===== config.mk =====
export PLATFORM = sky130hd
export DESIGN_NAME = lbsp_top
export DESIGN_NICKNAME = d
export VERILOG_FILES = /design/src/pkg/lbsp_pkg.sv /design/src/lbsp_claim.sv /design/src/lbsp_tenure_hold.sv /design/src/lbsp_top.sv
export SDC_FILE = /design/constraint.sdc
export NUM_CORES = 1
export LEC_CHECK = 0
export ABC_AREA = 0
export BUFFER_PORTS_ARGS = -buffer_cell sky130_fd_sc_hd__buf_4
export CORE_MARGIN = 3
export CORE_UTILIZATION = 44
export CTS_CLUSTER_SIZE = 30
export DETAILED_ROUTE_END_ITERATION = 10
export PLACE_DENSITY = 0.82
export SLEW_MARGIN = 25
export SYNTH_ARGS = -nofsm -noshare
export SYNTH_HDL_FRONTEND = slang
export SYNTH_SLANG_ARGS = --single-unit

===== constraint.sdc =====
create_clock -name clock -period 8.1 [get_ports clock]
set_input_delay 0.405 -clock clock [delete_from_list [all_inputs] [get_ports clock]]
set_output_delay 0.405 -clock clock [all_outputs]
set_load 0.1 [all_outputs]

===== src/pkg/lbsp_pkg.sv =====
// Constants shared by the local bus slave port and its helpers.
// Assumes a 32-bit address bus whose bit 31 is the most significant.
package lbsp_pkg;

    localparam int ADDR_WIDTH = 32;
    localparam int DATA_WIDTH = 64;
    localparam int SIZE_WIDTH = 3;
    localparam int TYPE_WIDTH = 5;
    localparam int DECODE_WIDTH = 3;
    localparam logic [DECODE_WIDTH-1:0] DECODE_MATCH = 3'h1;
    localparam int BURST_BEATS = 4;
    localparam int BEAT_WIDTH = 2;
    localparam int BEAT_LSB = 3;

    typedef enum logic [3:0] {
        PHASE_IDLE    = 4'h1,
        PHASE_BEAT    = 4'h2,
        PHASE_ACK     = 4'h4,
        PHASE_RELEASE = 4'h8
    } lbsp_phase_type;

endpackage


===== src/lbsp_claim.sv =====
// Claim decoder: raises the claim sideband for cycles in the decode window.
// Assumes bus inputs are synchronous to clock and reset is already synced.
`timescale 1ns/10ps
module lbsp_claim (
    input  wire logic                               clock,          // Bus clock.
    input  wire logic                               rst_sync_n,     // Synced reset.
    input  wire logic                               transfer_start_n, // Start.
    input  wire logic [lbsp_pkg::DECODE_WIDTH-1:0]  addr_top,       // Top bits.
    input  wire logic                               address_ack_n,  // Addr ack.
    output logic                                    local_slave_n   // Claim.
);
    import lbsp_pkg::*;

    logic claim_reg;

    // ------------------------------------------------------------------
    // Claim flop
    // ------------------------------------------------------------------
    // The claim stays up until the bridge acknowledges the address.
    always_ff @(posedge clock or negedge rst_sync_n) begin
        if (!rst_sync_n) begin
            claim_reg <= 1'b0;
        end else begin
            claim_reg <= (!transfer_start_n && addr_top == DECODE_MATCH)
                      || (claim_reg && address_ack_n);
        end
    end

    // The claim is driven alone, so it is a forcing level at all times.
    assign local_slave_n = !claim_reg;

endmodule


===== src/lbsp_tenure_hold.sv =====
// Holding register for the most recent address tenure.
// Assumes one address tenure at most is pending behind a data tenure.
`timescale 1ns/10ps
module lbsp_tenure_hold (
    input  wire logic                             clock,           // Bus clock.
    input  wire logic                             rst_sync_n,      // Synced reset.
    input  wire logic                             transfer_start_n, // Start.
    input  wire logic [lbsp_pkg::ADDR_WIDTH-1:0]  addr,            // Address.
    input  wire logic [lbsp_pkg::SIZE_WIDTH-1:0]  transfer_size,   // Size.
    input  wire logic [lbsp_pkg::TYPE_WIDTH-1:0]  transfer_type,   // Type.
    input  wire logic                             transfer_burst_n, // Burst.
    output logic [lbsp_pkg::ADDR_WIDTH-1:0]       hold_addr,       // Held addr.
    output logic [lbsp_pkg::SIZE_WIDTH-1:0]       hold_size,       // Held size.
    output logic [lbsp_pkg::TYPE_WIDTH-1:0]       hold_type,       // Held type.
    output logic                                  hold_burst       // Held burst.
);
    import lbsp_pkg::*;

    // ------------------------------------------------------------------
    // Capture on every transfer start
    // ------------------------------------------------------------------
    // Capture is unconditional so the decode path adds no logic here.
    always_ff @(posedge clock or negedge rst_sync_n) begin
        if (!rst_sync_n) begin
            hold_addr  <= '0;
            hold_size  <= '0;
            hold_type  <= '0;
            hold_burst <= 1'b0;
        end else if (!transfer_start_n) begin
            hold_addr  <= addr;
            hold_size  <= transfer_size;
            hold_type  <= transfer_type;
            hold_burst <= !transfer_burst_n;
        end
    end

endmodule


===== src/lbsp_top.sv =====
// Local bus slave port: claims, stores and completes split-tenure cycles.
// Assumes bus pins are synchronous to clock; a back end serves each beat.
//
// Overview of operation
// - Drive the claim sideband during the address phase of a targeted cycle.
// - Assert transfer acknowledge to complete each claimed read or write beat.
// - Never request or start bus transactions; only respond to masters.
// - Capture and hold address, size and type of the cycle being served.
// - Accept a pipelined transfer start during data without losing either.
// - No snooping; no cached data supplied, nothing invalidated.
// - Accept burst transfers as well as single beats.
// - Shared outputs like acknowledge are released so others can drive them.
// - Unshared outputs like the claim use forcing levels.
// - Claim goes to the bridge; the bridge returns a data grant.
// - Claim when transfer start is low and top address bits are 001.
// - Hold the claim each clock until address acknowledge; reset clears it.
// - Drive the data bus only for a decoded and claimed cycle.
// - Capture tenure information on every transfer start.
`timescale 1ns/10ps
module lbsp_top (
    input  wire logic                             clock,             // Bus clock.
    input  wire logic                             rst_n,             // Reset.
    input  wire logic                             transfer_start_n,  // Start.
    input  wire logic [lbsp_pkg::ADDR_WIDTH-1:0]  addr,              // Address.
    input  wire logic [lbsp_pkg::SIZE_WIDTH-1:0]  transfer_size,     // Size.
    input  wire logic [lbsp_pkg::TYPE_WIDTH-1:0]  transfer_type,     // Type.
    input  wire logic                             transfer_burst_n,  // Burst.
    input  wire logic                             address_ack_n,     // Addr ack.
    input  wire logic                             slave_data_grant_n, // Grant.
    output logic                                  local_slave_n,     // Claim.
    input  wire logic                             transfer_acknowledge_n_in,
    output logic                                  transfer_acknowledge_n_out,
    output logic                                  transfer_acknowledge_n_oe,
    input  wire logic [lbsp_pkg::DATA_WIDTH-1:0]  data_in,           // Bus data.
    output logic [lbsp_pkg::DATA_WIDTH-1:0]       data_out,          // Read data.
    output logic                                  data_oe,           // Data drive.
    output logic                                  beat_req,          // Beat wanted.
    output logic                                  beat_write,        // Write beat.
    output logic [lbsp_pkg::ADDR_WIDTH-1:0]       beat_addr,         // Beat addr.
    output logic [lbsp_pkg::SIZE_WIDTH-1:0]       beat_size,         // Beat size.
    output logic [lbsp_pkg::TYPE_WIDTH-1:0]       beat_type,         // Beat type.
    output logic [lbsp_pkg::DATA_WIDTH-1:0]       beat_wdata,        // Write data.
    input  wire logic                             beat_done,         // Beat served.
    input  wire logic [lbsp_pkg::DATA_WIDTH-1:0]  beat_rdata         // Read data.
);
    import lbsp_pkg::*;

    // ------------------------------------------------------------------
    // Reset release
    // ------------------------------------------------------------------
    logic rst_meta_reg;
    logic rst_sync_n;

    always_ff @(posedge clock or negedge rst_n) begin
        if (!rst_n) begin
            rst_meta_reg <= 1'b0;
            rst_sync_n   <= 1'b0;
        end else begin
            rst_meta_reg <= 1'b1;
            rst_sync_n   <= rst_meta_reg;
        end
    end

    // ------------------------------------------------------------------
    // Address side
    // ------------------------------------------------------------------
    logic [ADDR_WIDTH-1:0] hold_addr;
    logic [SIZE_WIDTH-1:0] hold_size;
    logic [TYPE_WIDTH-1:0] hold_type;
    logic                  hold_burst;

    lbsp_claim u_claim (
        .clock            (clock),
        .rst_sync_n       (rst_sync_n),
        .transfer_start_n (transfer_start_n),
        .addr_top         (addr[ADDR_WIDTH-1 -: DECODE_WIDTH]),
        .address_ack_n    (address_ack_n),
        .local_slave_n    (local_slave_n)
    );

    lbsp_tenure_hold u_hold (
        .clock            (clock),
        .rst_sync_n       (rst_sync_n),
        .transfer_start_n (transfer_start_n),
        .addr             (addr),
        .transfer_size    (transfer_size),
        .transfer_type    (transfer_type),
        .transfer_burst_n (transfer_burst_n),
        .hold_addr        (hold_addr),
        .hold_size        (hold_size),
        .hold_type        (hold_type),
        .hold_burst       (hold_burst)
    );

    // Write-type transfers have bit 3 of the type field clear.
    function automatic logic is_write(input logic [TYPE_WIDTH-1:0] ttype);
        is_write = !ttype[3];
    endfunction

    // ------------------------------------------------------------------
    // Pending acknowledged tenure
    // ------------------------------------------------------------------
    lbsp_phase_type        phase_reg;
    logic                  pending_reg;
    logic                  start_phase;
    logic                  claim_acked;

    assign claim_acked = !local_slave_n && !address_ack_n;
    assign start_phase = (phase_reg == PHASE_IDLE) && pending_reg
                      && !slave_data_grant_n;

    // A new acknowledge beats a take in the same cycle, so no tenure is lost.
    always_ff @(posedge clock or negedge rst_sync_n) begin
        if (!rst_sync_n) begin
            pending_reg <= 1'b0;
        end else if (claim_acked) begin
            pending_reg <= 1'b1;
        end else if (start_phase) begin
            pending_reg <= 1'b0;
        end
    end

    logic [ADDR_WIDTH-1:0] pend_addr_reg;
    logic [SIZE_WIDTH-1:0] pend_size_reg;
    logic [TYPE_WIDTH-1:0] pend_type_reg;
    logic                  pend_burst_reg;

    // The holding register follows every start, so keep the acked tenure.
    always_ff @(posedge clock or negedge rst_sync_n) begin
        if (!rst_sync_n) begin
            pend_addr_reg  <= '0;
            pend_size_reg  <= '0;
            pend_type_reg  <= '0;
            pend_burst_reg <= 1'b0;
        end else if (claim_acked) begin
            pend_addr_reg  <= hold_addr;
            pend_size_reg  <= hold_size;
            pend_type_reg  <= hold_type;
            pend_burst_reg <= hold_burst;
        end
    end

    // ------------------------------------------------------------------
    // Active data tenure
    // ------------------------------------------------------------------
    logic [ADDR_WIDTH-1:0] active_addr_reg;
    logic [SIZE_WIDTH-1:0] active_size_reg;
    logic [TYPE_WIDTH-1:0] active_type_reg;
    logic                  active_burst_reg;
    logic [BEAT_WIDTH-1:0] beat_count_reg;
    logic                  last_beat;

    // The address pins may already carry a newer tenure; use stored copies.
    always_ff @(posedge clock or negedge rst_sync_n) begin
        if (!rst_sync_n) begin
            active_addr_reg  <= '0;
            active_size_reg  <= '0;
            active_type_reg  <= '0;
            active_burst_reg <= 1'b0;
        end else if (start_phase) begin
            active_addr_reg  <= pend_addr_reg;
            active_size_reg  <= pend_size_reg;
            active_type_reg  <= pend_type_reg;
            active_burst_reg <= pend_burst_reg;
        end
    end

    assign last_beat = !active_burst_reg
                    || beat_count_reg == BEAT_WIDTH'(BURST_BEATS - 1);

    always_ff @(posedge clock or negedge rst_sync_n) begin
        if (!rst_sync_n) begin
            beat_count_reg <= '0;
        end else if (start_phase) begin
            beat_count_reg <= '0;
        end else if (phase_reg == PHASE_ACK) begin
            beat_count_reg <= beat_count_reg + 1'b1;
        end
    end

    // ------------------------------------------------------------------
    // Data phase sequencer
    // ------------------------------------------------------------------
    always_ff @(posedge clock or negedge rst_sync_n) begin
        if (!rst_sync_n) begin
            phase_reg <= PHASE_IDLE;
        end else begin
            unique case (phase_reg)
                PHASE_IDLE: begin
                    if (start_phase) begin
                        phase_reg <= PHASE_BEAT;
                    end
                end
                PHASE_BEAT: begin
                    if (beat_done) begin
                        phase_reg <= PHASE_ACK;
                    end
                end
                PHASE_ACK: begin
                    phase_reg <= last_beat ? PHASE_RELEASE : PHASE_BEAT;
                end
                PHASE_RELEASE: begin
                    phase_reg <= PHASE_IDLE;
                end
            endcase
        end
    end

    // ------------------------------------------------------------------
    // Bus outputs
    // ------------------------------------------------------------------
    logic [DATA_WIDTH-1:0] rdata_reg;
    logic [DATA_WIDTH-1:0] wdata_reg;

    always_ff @(posedge clock or negedge rst_sync_n) begin
        if (!rst_sync_n) begin
            rdata_reg <= '0;
        end else if (phase_reg == PHASE_BEAT && beat_done) begin
            rdata_reg <= beat_rdata;
        end
    end

    always_ff @(posedge clock or negedge rst_sync_n) begin
        if (!rst_sync_n) begin
            wdata_reg <= '0;
        end else begin
            wdata_reg <= data_in;
        end
    end

    // Acknowledge is low for one cycle per beat; after the last beat it is driven high
    // for one cycle before release so the shared line is left precharged.
    assign transfer_acknowledge_n_out = (phase_reg != PHASE_ACK);
    assign transfer_acknowledge_n_oe  = (phase_reg == PHASE_ACK)
                                     || (phase_reg == PHASE_RELEASE);
    assign data_out = rdata_reg;
    assign data_oe  = (phase_reg == PHASE_ACK)
                   && !is_write(active_type_reg);

    // The port has no bus request output; it only answers cycles.
    assign beat_req   = (phase_reg == PHASE_BEAT);
    assign beat_write = is_write(active_type_reg);
    assign beat_addr  = {active_addr_reg[ADDR_WIDTH-1:BEAT_LSB+BEAT_WIDTH],
                         active_addr_reg[BEAT_LSB +: BEAT_WIDTH]
                             + beat_count_reg,
                         active_addr_reg[BEAT_LSB-1:0]};
    assign beat_size  = active_size_reg;
    assign beat_type  = active_type_reg;
    assign beat_wdata = wdata_reg;
endmodule


==> flow_summary.toml <==
[floorplanning]
row_count = 52
pin_count = 350
core_mm2 = 0.02062
die_y_um = 152.5
die-area_mm2 = 0.02324
start_util = 0.4576
die_w_um = 152.5

[setup_path]
cp_max_fo = 66
path_buf_inv = 2
start_kind = "flop"
critPathSlowestCell = "dfrtp_4"
endpoint_kind = "async pin"
path_common_cell = "buf_4"
critPathArrivalTime_ps = 3080
cp_data_required_time_ps = 8640
path_cells = "buf_4 > buf_4"
worstSetupPathType = "flop to async pin"
critical-path-top-delay-family = "buffers and inverters"
cpPeakStageDelay_ps = 970

[detailed_routing]
detailroute.via_count = 5892
first_pass_iters = 4
wl_per_cell_um = 20.36
antenna_left = 0
wirelength_um = 24870
post-route-drc-count = 0
drt_iter0_drc = 163
vias_per_cell = 4.822

[cells_and_area]
area_growth_pct = 44.44
diodes = 0
finalNetCount = 1112
drive_gt1_frac = 0.6092
nFillCells = 1423
finish.utilization = 0.6609
design_area_mm2 = 0.01363

[power]
finalPower_uw = 5906
pwr-share-seq = 0.309
p_int_uw = 3124
p_comb_frac = 0.482
power.density_mw_per_mm2 = 433.3
leakagePower_uw = 0.006778
sw_frac_of_total = 0.4710
vdd_drop_max_mv = 0.2334
netSwitchingPower_uw = 2782
power.share.clock = 0.210

[synth]
syn_inst = 537
ys_warn_count = 0
synth_top_area_frac = 0.6894
synth_area_mm2 = 0.009438
seq_area_frac_synth = 0.6922
yosys.area.top_type = "dfrtp_1"
synth.area.top_cells = "dfrtp_1, mux2_2, mux2_4"
netlist-cell-type-count = 30
mappedNetlistNets = 715
synth-edff-count = 0
ys_seq_elements = 261
synth_area_per_cell_um2 = 17.58
async_flop_share = 1.000
synth_ff_type = "dfrtp_1"

[clocking]
clockBufferDepth = 3
cts-root-buf = "clkbuf_16"
htree_levels = 1
cts_buffers = 27
cts_sinks = 261
clkTransAtPathRegs_ps = 70
clock_latency_ps = 530
tritoncts = "built"
post_cts_buffers = 0

[global_route]
gr-usage-all-layers = 0.2122
grt_overflow = 0
grt_pass1_wl_um = 39120
antenna_found_initial = 2
grt_pass1_vias = 6704
grt_start_max_net_pins = 73

[sta]
max_freq_mhz = 393.1
finalCriticalPeriod_ps = 2544
max_slew_margin = 0.4059
fin_setup_tns_ps = 0
maxSlewViolCount = 0
rsz0062_at_grt = "no"
hold_viol = 0
tightest_slew_ps = 891.2
setup_ws_ps = 5556
fin_crit_sh = 0.3141
skew_ps = 18.59
setup_viol = 0

[placement]
port_buffers = 348
placed_area_mm2 = 0.01210
place.gp.congestion = 0.8586
pre_cts_ws_ps = 5436
dp_hpwl_um = 15240

[flow_run]
cap_violations = 0

[status]
status = "finished clean"

[min_path]
hp-class = "input pin to flop"
## Yosys cell counts, types with 2 or more instances
| cell type | count |
|---|---|
| nand2_1 | 6 |
| mux2_2 | 131 |
| o21ai_0 | 4 |
| mux2_4 | 49 |
| mux2_1 | 5 |
| buf_1 | 3 |
| nor2_1 | 3 |
| clkbuf_1 | 2 |
| dfrtp_1 | 260 |
| inv_1 | 7 |
| xnor2_1 | 4 |
| buf_4 | 30 |
| buf_2 | 9 |
| ha_1 | 2 |
| buf_6 | 6 |
| nor4b_4 | 2 |
## final timing paths
check | start | endpoint | slack [ps] | depth (start not counted)
max in group clock | phase_reg[3] | data_oe | 5560 | 4
min in group asynchronous | rst_n | rst_sync_n | 220 | 2
worst max-delay path | rst_sync_n | data_out[0] | 5560 | 2
worst max register to register | rst_sync_n | data_out[0] | 5560 | 2
worst min-delay path | transfer_burst_n | u_hold.hold_burst | 60 | 2
worst min register to register | rst_meta_reg | rst_sync_n | 360 | 0
## final cells by class
class	count	area, um2	share of cell area
inverter	7	26.28	0.001927
multi-input combinational	219	2546	0.1868
clock buffer	42	802.0	0.05883
timing repair buffer	418	3301	0.2421
tap	270	337.8	0.02478
clock inverter	5	82.58	0.006058
sequential	261	6536	0.4795
## power by group through the flow
stage / sequential, uW / clock (uW) / combinational [uW]
after floorplan: 3200 / 0 / 921
after global placement: 1820 / 0 / 2800
after detailed placement: 1840 / 0 / 2820
after CTS: 1820 / 1260 / 2850
after global routing: 1870 / 1320 / 2920
final: 1820 / 1240 / 2850
## repair_timing
item                      CTS  global route
hold endpoints to repair   66             0
hold buffers               65             0
resized for setup           0             0
## through the flow
stage / cells / hold WS, ps
after floorplan: 537 / 109.4
after global placement: 1110 / 188.0
after detailed placement: 1110 / 188.1
after CTS: 1222 / 28.59
after global routing: 1222 / 66.01
final: 1222 / 63.30
## metal layers
metal	up-vias	track usage	part of all wire
met1	2966	0.2394	0.36
met5	-	0	0.00096
met3	73	0.06788	0.078
li1	2606	-	-
met4	4	0.07510	0.037
met2	243	0.3796	0.53
## layout by cell type, fill, tap and decap left out, types with 2 or more instances in the layout
cell	Yosys	final
nand2_1	6	5
nor2_1	3	2
mux2_2	131	131
o21ai_0	4	4
dlygate4sd3_1	0	65
ha_1	2	2
nor4b_4	2	2
dfrtp_1	260	259
clkbuf_1	2	8
bufinv_16	0	2
clkbuf_16	0	27
inv_1	7	7
xnor2_1	4	4
buf_4	30	353
mux2_1	5	5
clkbuf_8	0	7
mux2_4	49	49
## cells by family (layout without fill, tap and decap cells)
| group | Yosys count | count (layout) | share of synthesized area |
|---|---|---|---|
| other | 1 | 1 | 0.0003973 |
| flip-flops | 261 | 261 | 0.6922 |
| adder cells (fa/ha/maj) | 2 | 2 | 0.002651 |
| AO/OA/AOI/OAI | 10 | 10 | 0.006895 |
| XOR/XNOR | 4 | 4 | 0.003712 |
| AND/OR/NAND/NOR | 17 | 17 | 0.01339 |
| multiplexers | 185 | 185 | 0.2402 |
| buffers and inverters | 57 | 472 | 0.04057 |
Power figures use the tool's default switching activity.
